$ cat config.mk
export PLATFORM = sky130hd
export DESIGN_NAME = audio_tx_fifo_control
export DESIGN_NICKNAME = d
export VERILOG_FILES = /design/src/audio_tx_fifo_pkg.sv /design/src/audio_tx_fifo_if.sv /design/src/audio_tx_sample_fifo.sv /design/src/audio_tx_fifo_control.sv
export VERILOG_INCLUDE_DIRS = /design/src
export SDC_FILE = /design/constraint.sdc
export NUM_CORES = 2
export LEC_CHECK = 0
export BUFFER_PORTS_ARGS = -buffer_cell sky130_fd_sc_hd__buf_2
export CAP_MARGIN = 20
export CORE_MARGIN = 2
export CORE_UTILIZATION = 49
export DETAILED_ROUTE_END_ITERATION = 7
export PLACE_DENSITY = 0.74
export SLEW_MARGIN = 20
export SYNTH_ARGS = -nofsm -noshare
export SYNTH_HDL_FRONTEND = slang
export SYNTH_SLANG_ARGS = --single-unit
export TNS_END_PERCENT = 50
$ cat constraint.sdc
create_clock -name clk_i -period 5.1 [get_ports clk_i]
set_input_delay 0.765 -clock clk_i [delete_from_list [all_inputs] [get_ports clk_i]]
set_output_delay 0.765 -clock clk_i [all_outputs]
set_load 0.005 [all_outputs]
$ cat src/audio_tx_fifo_map.svh
// Contract
// - overrun enable routes overrun flag to interrupt
// - underrun enable routes underrun flag to interrupt
// - dma enable requests dma while almost empty
// - microcontroller build: dma enable reads zero
// - microcontroller build: threshold field reads zero
// - almost-empty enable raises interrupt while almost empty
// - empty enable raises interrupt while fifo empty
// - fifo enable gates playback; control bits reset zero, threshold code resets to 8
// - almost empty when free entries reach threshold
// - write while enabled and full sets overrun
// - sample request while enabled and empty sets underrun
//
// register offsets, field positions, reset values and sizes of the
// transmit fifo control block; pure definitions, no logic.
`ifndef AUDIO_TX_FIFO_MAP_SVH
`define AUDIO_TX_FIFO_MAP_SVH

`define ATF_CTRL_OFS 8'h20
`define ATF_STAT_OFS 8'h24
`define ATF_DATA_OFS 8'h30

`define ATF_CTRL_EN 0
`define ATF_CTRL_EMPTY_IE 1
`define ATF_CTRL_AEMPTY_IE 2
`define ATF_CTRL_DMA_EN 3
`define ATF_CTRL_UNDER_IE 4
`define ATF_CTRL_OVER_IE 5
`define ATF_CTRL_THR_LSB 8
`define ATF_CTRL_THR_MSB 11
`define ATF_CTRL_THR_RESET 4'h8

`define ATF_STAT_EMPTY 0
`define ATF_STAT_AEMPTY 1
`define ATF_STAT_UNDER 2
`define ATF_STAT_OVER 3

`define ATF_THR_ZERO_ENTRIES 6'h10
`define ATF_FIFO_WIDTH 32
`define ATF_FIFO_DEPTH 32
`define ATF_CNT_W 6

`endif

$ cat src/audio_tx_fifo_pkg.sv
// types shared by the transmit fifo control block
// assumes audio_tx_fifo_map.svh for sizes
package audio_tx_fifo_pkg;

  typedef struct packed {
    logic [3:0] thresh;
    logic over_ie;
    logic under_ie;
    logic dma_en;
    logic aempty_ie;
    logic empty_ie;
    logic en;
  } ctrl_t;

  typedef struct packed {
    ctrl_t ctrl;
    logic over_flag;
    logic under_flag;
    logic ack;
    logic [31:0] rdata;
    logic irq;
    logic dma_req;
    logic [31:0] sample;
    logic sample_valid;
    logic fifo_en;
  } state_t;

endpackage : audio_tx_fifo_pkg

$ cat src/audio_tx_fifo_if.sv
// carrier between the control block and its sample fifo
// assumes both ends share one clock
`timescale 1ns/100ps
`default_nettype none
interface audio_tx_fifo_if #(
  parameter int WIDTH = 32,
  parameter int CNT_W = 6
);
  logic in_valid;
  logic in_ready;
  logic [WIDTH-1:0] in_data;
  logic out_valid;
  logic out_ready;
  logic [WIDTH-1:0] out_data;
  logic [CNT_W-1:0] count;

  modport ctl (output in_valid, output in_data, output out_ready,
               input in_ready, input out_valid, input out_data, input count);
  modport fifo (input in_valid, input in_data, input out_ready,
                output in_ready, output out_valid, output out_data, output count);
endinterface : audio_tx_fifo_if
`default_nettype wire

$ cat src/audio_tx_sample_fifo.sv
// flip-flop fifo with valid/ready on both sides
// assumes DEPTH is a power of two and CNT_W holds DEPTH
`timescale 1ns/100ps
`default_nettype none
module audio_tx_sample_fifo #(
  parameter int WIDTH = 32,
  parameter int DEPTH = 32,
  parameter int CNT_W = 6
) (
  // clock and reset
  input wire logic clk_i,
  input wire logic rst_i,
  // fifo ports
  audio_tx_fifo_if.fifo f
);
  localparam int PW = $clog2(DEPTH);

  typedef struct packed {
    logic [DEPTH-1:0][WIDTH-1:0] mem;
    logic [PW-1:0] wr_ptr;
    logic [PW-1:0] rd_ptr;
    logic [CNT_W-1:0] count;
  } fifo_state_t;

  fifo_state_t s_r;
  fifo_state_t s_nxt;
  logic push;
  logic pop;

  assign f.in_ready = (s_r.count != CNT_W'(DEPTH));
  assign f.out_valid = (s_r.count != '0);
  assign f.out_data = s_r.mem[s_r.rd_ptr];
  assign f.count = s_r.count;
  assign push = f.in_valid & f.in_ready;
  assign pop = f.out_ready & f.out_valid;

  always_comb begin
    s_nxt = s_r;
    if (push) begin
      s_nxt.mem[s_r.wr_ptr] = f.in_data;
      s_nxt.wr_ptr = s_r.wr_ptr + PW'(1);
    end
    if (pop) begin
      s_nxt.rd_ptr = s_r.rd_ptr + PW'(1);
    end
    if (push && !pop) begin
      s_nxt.count = s_r.count + CNT_W'(1);
    end else if (pop && !push) begin
      s_nxt.count = s_r.count - CNT_W'(1);
    end
  end

  always_ff @(posedge clk_i) begin
    if (rst_i) begin
      s_r <= '0;
    end else begin
      s_r <= s_nxt;
    end
  end
endmodule : audio_tx_sample_fifo
`default_nettype wire

$ cat src/audio_tx_fifo_control.sv
// transmit fifo control: wishbone register slave, sample fifo,
// overrun/underrun flags, dma request and interrupt output
// assumes sample_req_i comes from serial logic on clk_i
//
// Decided for this implementation: the register addresses and the Wishbone slave port.
`include "audio_tx_fifo_map.svh"
`timescale 1ns/100ps
`default_nettype none
module audio_tx_fifo_control #(
  // 1: system-on-chip build, 0: microcontroller build
  parameter bit SOC_BUILD = 1'b1
) (
  // clock and reset
  input wire logic clk_i,
  input wire logic rst_i,
  // wishbone slave
  input wire logic wb_cyc_i,
  input wire logic wb_stb_i,
  input wire logic wb_we_i,
  input wire logic [7:0] wb_adr_i,
  input wire logic [3:0] wb_sel_i,
  input wire logic [31:0] wb_dat_i,
  output logic [31:0] wb_dat_o,
  output logic wb_ack_o,
  // dma and interrupt
  output logic dma_req_o,
  output logic irq_o,
  // serial audio side
  input wire logic sample_req_i,
  output logic [31:0] sample_o,
  output logic sample_valid_o,
  output logic fifo_en_o
);

  audio_tx_fifo_pkg::state_t s_r;
  audio_tx_fifo_pkg::state_t s_nxt;

  audio_tx_fifo_if #(
    .WIDTH(`ATF_FIFO_WIDTH),
    .CNT_W(`ATF_CNT_W)
  ) fif ();

  audio_tx_sample_fifo #(
    .WIDTH(`ATF_FIFO_WIDTH),
    .DEPTH(`ATF_FIFO_DEPTH),
    .CNT_W(`ATF_CNT_W)
  ) u_fifo (
    .clk_i(clk_i),
    .rst_i(rst_i),
    .f(fif.fifo)
  );

  logic req;
  logic wr;
  logic ctrl_hit;
  logic stat_hit;
  logic data_hit;
  logic fifo_empty;
  logic fifo_aempty;
  logic [`ATF_CNT_W-1:0] free_cnt;
  logic [`ATF_CNT_W-1:0] thr_cnt;
  logic over_set;
  logic under_set;
  logic over_clr;
  logic under_clr;
  logic [31:0] ctrl_rd;
  logic [31:0] stat_rd;

  // one request per cycle; ack drops the cycle after it rises
  assign req = wb_cyc_i & wb_stb_i & ~s_r.ack;
  assign wr = req & wb_we_i;
  assign ctrl_hit = (wb_adr_i == `ATF_CTRL_OFS);
  assign stat_hit = (wb_adr_i == `ATF_STAT_OFS);
  assign data_hit = (wb_adr_i == `ATF_DATA_OFS);

  // fifo conditions
  assign fifo_empty = ~fif.out_valid;
  assign free_cnt = `ATF_CNT_W'(`ATF_FIFO_DEPTH) - fif.count;
  // code zero stands for sixteen entries
  assign thr_cnt = (s_r.ctrl.thresh == 4'h0) ? `ATF_THR_ZERO_ENTRIES
                   : {2'b00, s_r.ctrl.thresh};
  assign fifo_aempty = (free_cnt >= thr_cnt);

  // writes reach the fifo regardless of enable so playback can be
  // preloaded; a full fifo drops the word
  assign fif.in_valid = wr & data_hit;
  assign fif.in_data = wb_dat_i;
  // drain only while playback is enabled
  assign fif.out_ready = sample_req_i & s_r.ctrl.en;

  assign over_set = wr & data_hit & s_r.ctrl.en & ~fif.in_ready;
  assign under_set = sample_req_i & s_r.ctrl.en & fifo_empty;
  assign over_clr = wr & stat_hit & wb_sel_i[0] & wb_dat_i[`ATF_STAT_OVER];
  assign under_clr = wr & stat_hit & wb_sel_i[0] & wb_dat_i[`ATF_STAT_UNDER];

  always_comb begin
    ctrl_rd = 32'h0000_0000;
    ctrl_rd[`ATF_CTRL_EN] = s_r.ctrl.en;
    ctrl_rd[`ATF_CTRL_EMPTY_IE] = s_r.ctrl.empty_ie;
    ctrl_rd[`ATF_CTRL_AEMPTY_IE] = s_r.ctrl.aempty_ie;
    ctrl_rd[`ATF_CTRL_DMA_EN] = SOC_BUILD & s_r.ctrl.dma_en;
    ctrl_rd[`ATF_CTRL_UNDER_IE] = s_r.ctrl.under_ie;
    ctrl_rd[`ATF_CTRL_OVER_IE] = s_r.ctrl.over_ie;
    // microcontroller build keeps the default threshold internally
    ctrl_rd[`ATF_CTRL_THR_MSB:`ATF_CTRL_THR_LSB] =
      SOC_BUILD ? s_r.ctrl.thresh : 4'h0;
  end

  always_comb begin
    stat_rd = 32'h0000_0000;
    stat_rd[`ATF_STAT_EMPTY] = fifo_empty;
    stat_rd[`ATF_STAT_AEMPTY] = fifo_aempty;
    stat_rd[`ATF_STAT_UNDER] = s_r.under_flag;
    stat_rd[`ATF_STAT_OVER] = s_r.over_flag;
  end

  always_comb begin
    s_nxt = s_r;
    s_nxt.ack = req;
    s_nxt.sample_valid = 1'b0;

    // read data; unmapped and data-port reads return zero
    if (req && !wb_we_i) begin
      if (ctrl_hit) begin
        s_nxt.rdata = ctrl_rd;
      end else if (stat_hit) begin
        s_nxt.rdata = stat_rd;
      end else begin
        s_nxt.rdata = 32'h0000_0000;
      end
    end

    if (wr && ctrl_hit && wb_sel_i[0]) begin
      s_nxt.ctrl.en = wb_dat_i[`ATF_CTRL_EN];
      s_nxt.ctrl.empty_ie = wb_dat_i[`ATF_CTRL_EMPTY_IE];
      s_nxt.ctrl.aempty_ie = wb_dat_i[`ATF_CTRL_AEMPTY_IE];
      s_nxt.ctrl.dma_en = SOC_BUILD & wb_dat_i[`ATF_CTRL_DMA_EN];
      s_nxt.ctrl.under_ie = wb_dat_i[`ATF_CTRL_UNDER_IE];
      s_nxt.ctrl.over_ie = wb_dat_i[`ATF_CTRL_OVER_IE];
    end
    if (wr && ctrl_hit && wb_sel_i[1] && SOC_BUILD) begin
      s_nxt.ctrl.thresh = wb_dat_i[`ATF_CTRL_THR_MSB:`ATF_CTRL_THR_LSB];
    end

    // set beats a clear landing in the same cycle
    s_nxt.over_flag = (s_r.over_flag & ~over_clr) | over_set;
    s_nxt.under_flag = (s_r.under_flag & ~under_clr) | under_set;

    // a served request presents the word; underrun leaves it invalid
    if (fif.out_ready && fif.out_valid) begin
      s_nxt.sample = fif.out_data;
      s_nxt.sample_valid = 1'b1;
    end

    s_nxt.fifo_en = s_nxt.ctrl.en;
    s_nxt.dma_req = s_r.ctrl.dma_en & fifo_aempty;
    s_nxt.irq = (s_r.ctrl.over_ie & s_r.over_flag)
              | (s_r.ctrl.under_ie & s_r.under_flag)
              | (s_r.ctrl.aempty_ie & fifo_aempty)
              | (s_r.ctrl.empty_ie & fifo_empty);
  end

  always_ff @(posedge clk_i) begin
    if (rst_i) begin
      s_r <= '0;
      s_r.ctrl.thresh <= `ATF_CTRL_THR_RESET;
    end else begin
      s_r <= s_nxt;
    end
  end

  assign wb_dat_o = s_r.rdata;
  assign wb_ack_o = s_r.ack;
  assign dma_req_o = s_r.dma_req;
  assign irq_o = s_r.irq;
  assign sample_o = s_r.sample;
  assign sample_valid_o = s_r.sample_valid;
  assign fifo_en_o = s_r.fifo_en;

endmodule : audio_tx_fifo_control
`default_nettype wire

# [After elaboration in Yosys (flattened, before gate mapping)]
# Index checks and enable logic that the tools add are counted.
[totals] regBits=1120 inputBits=50 out_inout_bits=69 wordCells=120
[op_classes] add_sub_neg=5 magnitude_cmp=4 eq_ne=4 n_mux=12 bitwise=31 reduce_logical=14
[op_table] operator="1024-bit bitwise mux" count=1
[op_table] operator="32-bit binary-select mux with 5-bit select" count=1
[op_table] operator="32-bit demux with 5-bit select" count=1
[op_table] operator="32-bit two-way mux" count=2
[op_table] operator="8-bit by 6-bit equality test with 1-bit output (second input constant)" count=3
[op_table] operator="1-bit AND" count=21
[op_table] operator="5-bit by 6-bit < comparator with 1-bit output (second input constant)" count=2
[op_table] operator="12-bit two-way mux" count=1
[op_table] operator="6-bit two-way mux" count=2
[op_table] operator="5-bit by 1-bit adder with 5-bit output (second input constant)" count=2
[op_table] operator="1-bit logical AND" count=8
[op_table] operator="6-bit by 1-bit adder with 6-bit output (second input constant)" count=1
[op_table] operator="6-bit by 5-bit >= comparator with 1-bit output" count=1
[op_table] operator="6-bit != test (second input constant)" count=1
[op_table] operator="6-bit nonzero test" count=1
[op_table] operator="6-bit by 1-bit subtractor with 6-bit output (second input constant)" count=1
[op_table] operator="6-bit subtractor (first input constant)" count=1
[op_table] operator="5-bit by 1-bit >= comparator with 1-bit output (second input constant)" count=1
[op_table] operator="5-bit two-way mux" count=1
[op_table] operator="1-bit NOT" count=5
[op_table] operator="1-bit bitwise OR" count=5
[op_table] operator="4-bit logical NOT" count=1
[op_table] operator="4-bit two-way mux" count=1
[op_table] operator="1-bit logical NOT" count=3
[op_table] operator="other kinds (2)" count=3

# [Logic depth before layout (Yosys ltp)]
[depth] ltp_word=9 depth_mapped=15 depth_no_buf=14

# [Cells and area by module]
# A second synthesis with hierarchy kept.
[unflattened] hier_cells=5733 hier_area_um2=48656.7
[modules_own_cells] mod="audio_tx_sample_fifo" n_inst=1 cells_each=5388 area_each_um2=45791.4 seq_area_each_um2=20820.0
[modules_own_cells] mod="audio_tx_fifo_control" n_inst=1 cells_each=345 area_each_um2=2865.2 seq_area_each_um2=1161.1

# [Worst setup path before layout]
# OpenSTA, ideal clock, no wires.
[synth_path] path_kind="input-to-reg" start="input wb_adr_i[3]" end="register u_fifo.s_r (netlist bit u_fifo.f.count[4])" t_arrival_ns=3.984 required_time_ns=5.030 setup_slack_ns=1.046 path_stages=14 n_path_buf=2 cell_sequence="or4b_1 -> buf_2 -> a2111oi_2 -> buf_2 -> nand2_1 -> inv_1 -> ha_1 -> inv_1 -> ha_1 -> nor2b_1 -> o21a_1 -> o21ai_0 -> or3b_2 -> a21oi_1"
[synth_via] elab_chain_cells=6 elab_cells_between_ends=8 cone_classes="eq/ne (1); mux (1); bitwise (2); reduce/logical (4)"
[synth_lines] element="from (decl)" line_no="audio_tx_fifo_control.sv:20" source="input wire logic [7:0] wb_adr_i,"
[synth_lines] element="8-bit by 6-bit equality test with 1-bit output (no line) (*)"
[synth_lines] element="1-bit AND (*)" line_no="audio_tx_fifo_control.sv:86" source="assign fif.in_valid = wr & data_hit;"
[synth_lines] element="1-bit AND (*)" line_no="audio_tx_sample_fifo.sv:34" source="assign push = f.in_valid & f.in_ready;"
[synth_lines] element="net u_fifo.push" line_no="audio_tx_sample_fifo.sv:27" source="logic push;"
[synth_lines] element="1-bit logical NOT" line_no="audio_tx_sample_fifo.sv:48" source="end else if (pop && !push) begin"
[synth_lines] element="1-bit logical AND" line_no="audio_tx_sample_fifo.sv:48"
[synth_lines] element="2-bit nonzero test (no line)"
[synth_lines] element="to (signal assigned)" line_no="audio_tx_sample_fifo.sv:57" source="s_r <= s_nxt;"
[synth_lines] element="to (decl)" line_no="audio_tx_sample_fifo.sv:25" source="fifo_state_t s_r;"
# The timed path passes the listed nets; every way through them passes the cells marked *.
# A chain may end at the register's enable or synchronous reset.

# [Final worst setup path]
[layout_path] start="register u_fifo.s_r (netlist bit u_fifo.f.count[0])" end="register u_fifo.s_r (netlist bit u_fifo.f.count[4])"
[layout_via] elab_chain_cells=5 elab_cells_between_ends=13 cone_classes="add/sub (2); eq/ne (1); mux (2); bitwise (2); reduce/logical (6)"
[layout_lines] element="6-bit != test (*)" line_no="audio_tx_sample_fifo.sv:30" source="assign f.in_ready = (s_r.count != CNT_W'(DEPTH));"
[layout_lines] element="1-bit AND (*)" line_no="audio_tx_sample_fifo.sv:34"
[layout_lines] element="net u_fifo.push" line_no="audio_tx_sample_fifo.sv:27"
[layout_lines] element="1-bit logical NOT" line_no="audio_tx_sample_fifo.sv:48"
[layout_lines] element="1-bit logical AND" line_no="audio_tx_sample_fifo.sv:48"
[layout_lines] element="2-bit nonzero test (no line)"
# The timed path passes the listed nets; every way through them passes the cells marked *. The select of a mux whose other input is x is not followed.

==> metrics.md <==
| Metric | Value |
|---|---|
| Core footprint | 0.0986 sq mm |
| GR Util met1 | 37.4% |
| Cell area after placement | 0.0489 sq mm |
| VDD IR max | 260 uV |
| Min Clock Period, post-route | 3.74 ns |
| Reg-to-reg slack, setup | 1.36 ns |
| Cell Chain, Critical Path | inv_1 > ha_1 > nor4b_1 > buf_4 > a2111oi_4 > nand2_1 > inv_1 > ha_1 > inv_1 > ha_1 > nor2b_1 > o21a_1 > o21ai_0 > or3b_2 > a21oi_1 |
| Die area | 0.102 sq mm |
| Number of global-route vias before repair | 39500 |
| DRT iter0 DRCs | 5211 |
| Die Width | 319 microns |
| RR Startpoint | u_fifo.f.count[0] |
| Post-CTS sizing | 0 |
| Worst Tran Pin Value | 1.24 ns |
| RSZ-0062 raised after global routing | no |
| Hold EP | wb_ack_o |
| Critical Path End Type | flop |
| Drt wl/cell | 21.9 microns |
| Main synth FF type | dfxtp_1 |
| IO Port Bufs | 94 |
| Seq/Total Area, Yosys | 45.1% |
| Setup tns final | 0 ns |
| DP HPWL | 84200 microns |
| Yosys warns | 0 |
| CP Data Required Time | 5.69 ns |
| Cell family with most CP delay | simple AND/OR/NAND/NOR gates |
| Total CTS buffers | 108 |
| Post-CTS setup buffers | 0 |
| Via count | 41800 |
| Worst min path class | in -> reg |
| Post-synth top area share | 45.1% |
| Via-to-Cell Ratio | 6.00 |
| Worst slew margin | 15.0% |
| Starting Density | 49.5% |
| Row cnt | 115 |
| Final Cycle Share | 73.3% |
| Synth area leaders | dfxtp_1 45%, nand2_1 16%, a21oi_1 9.7% |
| Post-synth EDFFs | 0 |
| Stages on the worst setup path | 15 |
| GRT Total Usage | 28.8% |
| Leakage | 15.8 nW |
| First-pass GRT wire length | 231000 microns |
| Top Ports | 119 |
| Worst r2r path cells | 15 |
| Most frequent cells in the layout | 2038 x nand2_1, 1094 x dfxtp_1, 944 x a21oi_1, 294 x mux2i_1 |
| Ys async rst share | 0% |
| Hold path startpoint | wb_stb_i |
| Total power | 16.8 mW |
| Power per cell area | 322 mW/mm^2 |
| Fin. max-slew vios | 0 |
| Synth Register Bits | 1098 |
| DIE HEIGHT | 319 microns |
| Max Clk Rate | 268 MHz |
| Root Buffer | clkbuf_16 |
| Critical-path top delay cell | or3b_2 |
| Clock Sink Count | 1098 |
| Dpl ws | 1.05 ns |
| Total grt overflow | 0 |
| Antenna Nets Post-Route | 0 |
| CTS tree | built |
| Critical path class | reg -> reg |
| Worst Path Buf+Inv | 4 |
| Busiest grt layer | met2 |
| Worst hold slack | 0.348 ns |
| RD Place Congestion | 0.833 |
| Largest net degree at the start of global routing | 196 |
| N_diodes | 0 |
| Share of cells above drive strength 1 | 13.4% |
| Mapped cell area | 0.0488 sq mm |
| Biggest area consumer among synthesized cells | dfxtp_1 |
| Worst setup slack after layout | 1.36 ns |
| Drt first pass iters | 6 |
| Final setup fails | 0 |
| Critical Path AT | 4.33 ns |
| Clock latency at the later pin of the worst-skew pair | 0.70 ns |
| Commonest non-fill, non-tap cell in the layout | nand2_1 |
| Cts hold-fix bufs | 0 |
| Status | finished, final reports clean |
| CP Launch Type | flop |
| CTS Buffer Depth | 3 |
| Met2 usage | 46.7% |
| Post-synthesis area per instance | 8.32 sq um |
| Final wirelength | 152000 microns |
| Drt drc | 0 |
| Netlist cell types | 66 |
| CTS H-tree depth | 3 |
| Antenna violations before repair | 5 |
| Post-route cell area | 0.0524 sq mm |
| RR Endpoint | u_fifo.f.count[4] |
| Cells on Worst Hold Path | 3 |
| Max incr delay on CP | 0.46 ns |
| GR Util met3 | 5.10% |
| Final Skew | 0.0391 ns |
| CP Max Fanout | 7 |
| Clock slew at reported path FFs | 0.06 ns |
| Final hold vios | 0 |
| Mapped Cells | 5865 |
| Nets | 5659 |
| Dpl cells | 6768 |
| Fin cells | 6963 |
| Util after Layout | 53.1% |
| Layout area overhead | 7.34% |
| Max_cap viols | 0 |
worst min-delay path, delay by kind of cell:
kind / cells / cell delay (ns)
buffers and inverters: 1 / 0.11
and+or+nand+nor: 2 / 0.09
final cells by class:
type / instances / area, sq um
clock inverter: 25 / 236
tap: 1287 / 1610
fill: 8740 / 46200
sequential: 1098 / 22000
inverter: 18 / 67.6
clock buffer: 170 / 3260
multi-input combinational: 4149 / 23700
timing repair buffer: 216 / 1530
report_power, final:
part	internal, mW	switching, mW
Combinational	0.0427	0.340
Clock	4.48	3.41
Sequential	8.57	0.000361
flip-flops by register name (all words and copies together), names as in the netlist:
register	count
dma_req_o	1
u_fifo.f.count	6
sample_o	32
wb_ack_o	1
u_fifo.s_r	1034
wb_dat_o	10
irq_o	1
s_r	2
ctrl_rd	9
sample_valid_o	1
fifo_en_o	1
cells in the mapped netlist, types with 6 or more instances:
| library cell | count |
|---|---|
| a211oi_1 | 9 |
| or4_1 | 8 |
| nand3_1 | 40 |
| buf_2 | 83 |
| o41ai_1 | 25 |
| buf_1 | 37 |
| a21oi_2 | 90 |
| ha_1 | 17 |
| clkbuf_1 | 344 |
| buf_4 | 66 |
| a22o_1 | 32 |
| nor4_4 | 29 |
| nand2_1 | 2038 |
| mux2i_1 | 294 |
| nor3_1 | 8 |
| dfxtp_1 | 1098 |
| mux4_2 | 97 |
| nand2_2 | 88 |
| mux2_2 | 33 |
| nor2b_1 | 7 |
| o21ai_0 | 68 |
| o22ai_1 | 88 |
| inv_1 | 18 |
| a21oi_1 | 944 |
| buf_6 | 86 |
| o221ai_1 | 37 |
| nor2_1 | 56 |
| a22oi_1 | 7 |
| xor2_1 | 6 |
| a2111oi_0 | 25 |
worst max path at each step:
| stage | from | to | slack (ns) |
|---|---|---|---|
| floorplan | wb_adr_i[3] | u_fifo.f.count[4] | 1.05 |
| global placement | wb_adr_i[3] | u_fifo.f.count[4] | 1.05 |
| detailed placement | wb_adr_i[3] | u_fifo.f.count[4] | 1.05 |
| CTS | u_fifo.f.count[0] | u_fifo.f.count[4] | 1.40 |
| global route | u_fifo.f.count[0] | u_fifo.f.count[4] | 1.04 |
| finish | u_fifo.f.count[0] | u_fifo.f.count[4] | 1.36 |
logic make-up (layout without fill, tap and decap cells):
logic type      after synthesis  in the layout  share of synthesized area, %
compound gates             1347           1347                          15.9
xor+xnor                     11             11                         0.198
fa+ha+maj                    18             18                         0.477
buf+inv                     639            429                          7.02
flops                      1098           1098                          45.1
mux                         424            424                          11.3
other cells                   1             22                       0.00769
simple gates               2327           2327                          20.0
routing by layer:
metal,vias to the layer above,wire length [microns]
li1,19100,-
met1,19900,59900
met2,2216,69800
met3,519,15000
met4,8,7510
met5,-,49
Power figures use the tool's default switching activity.
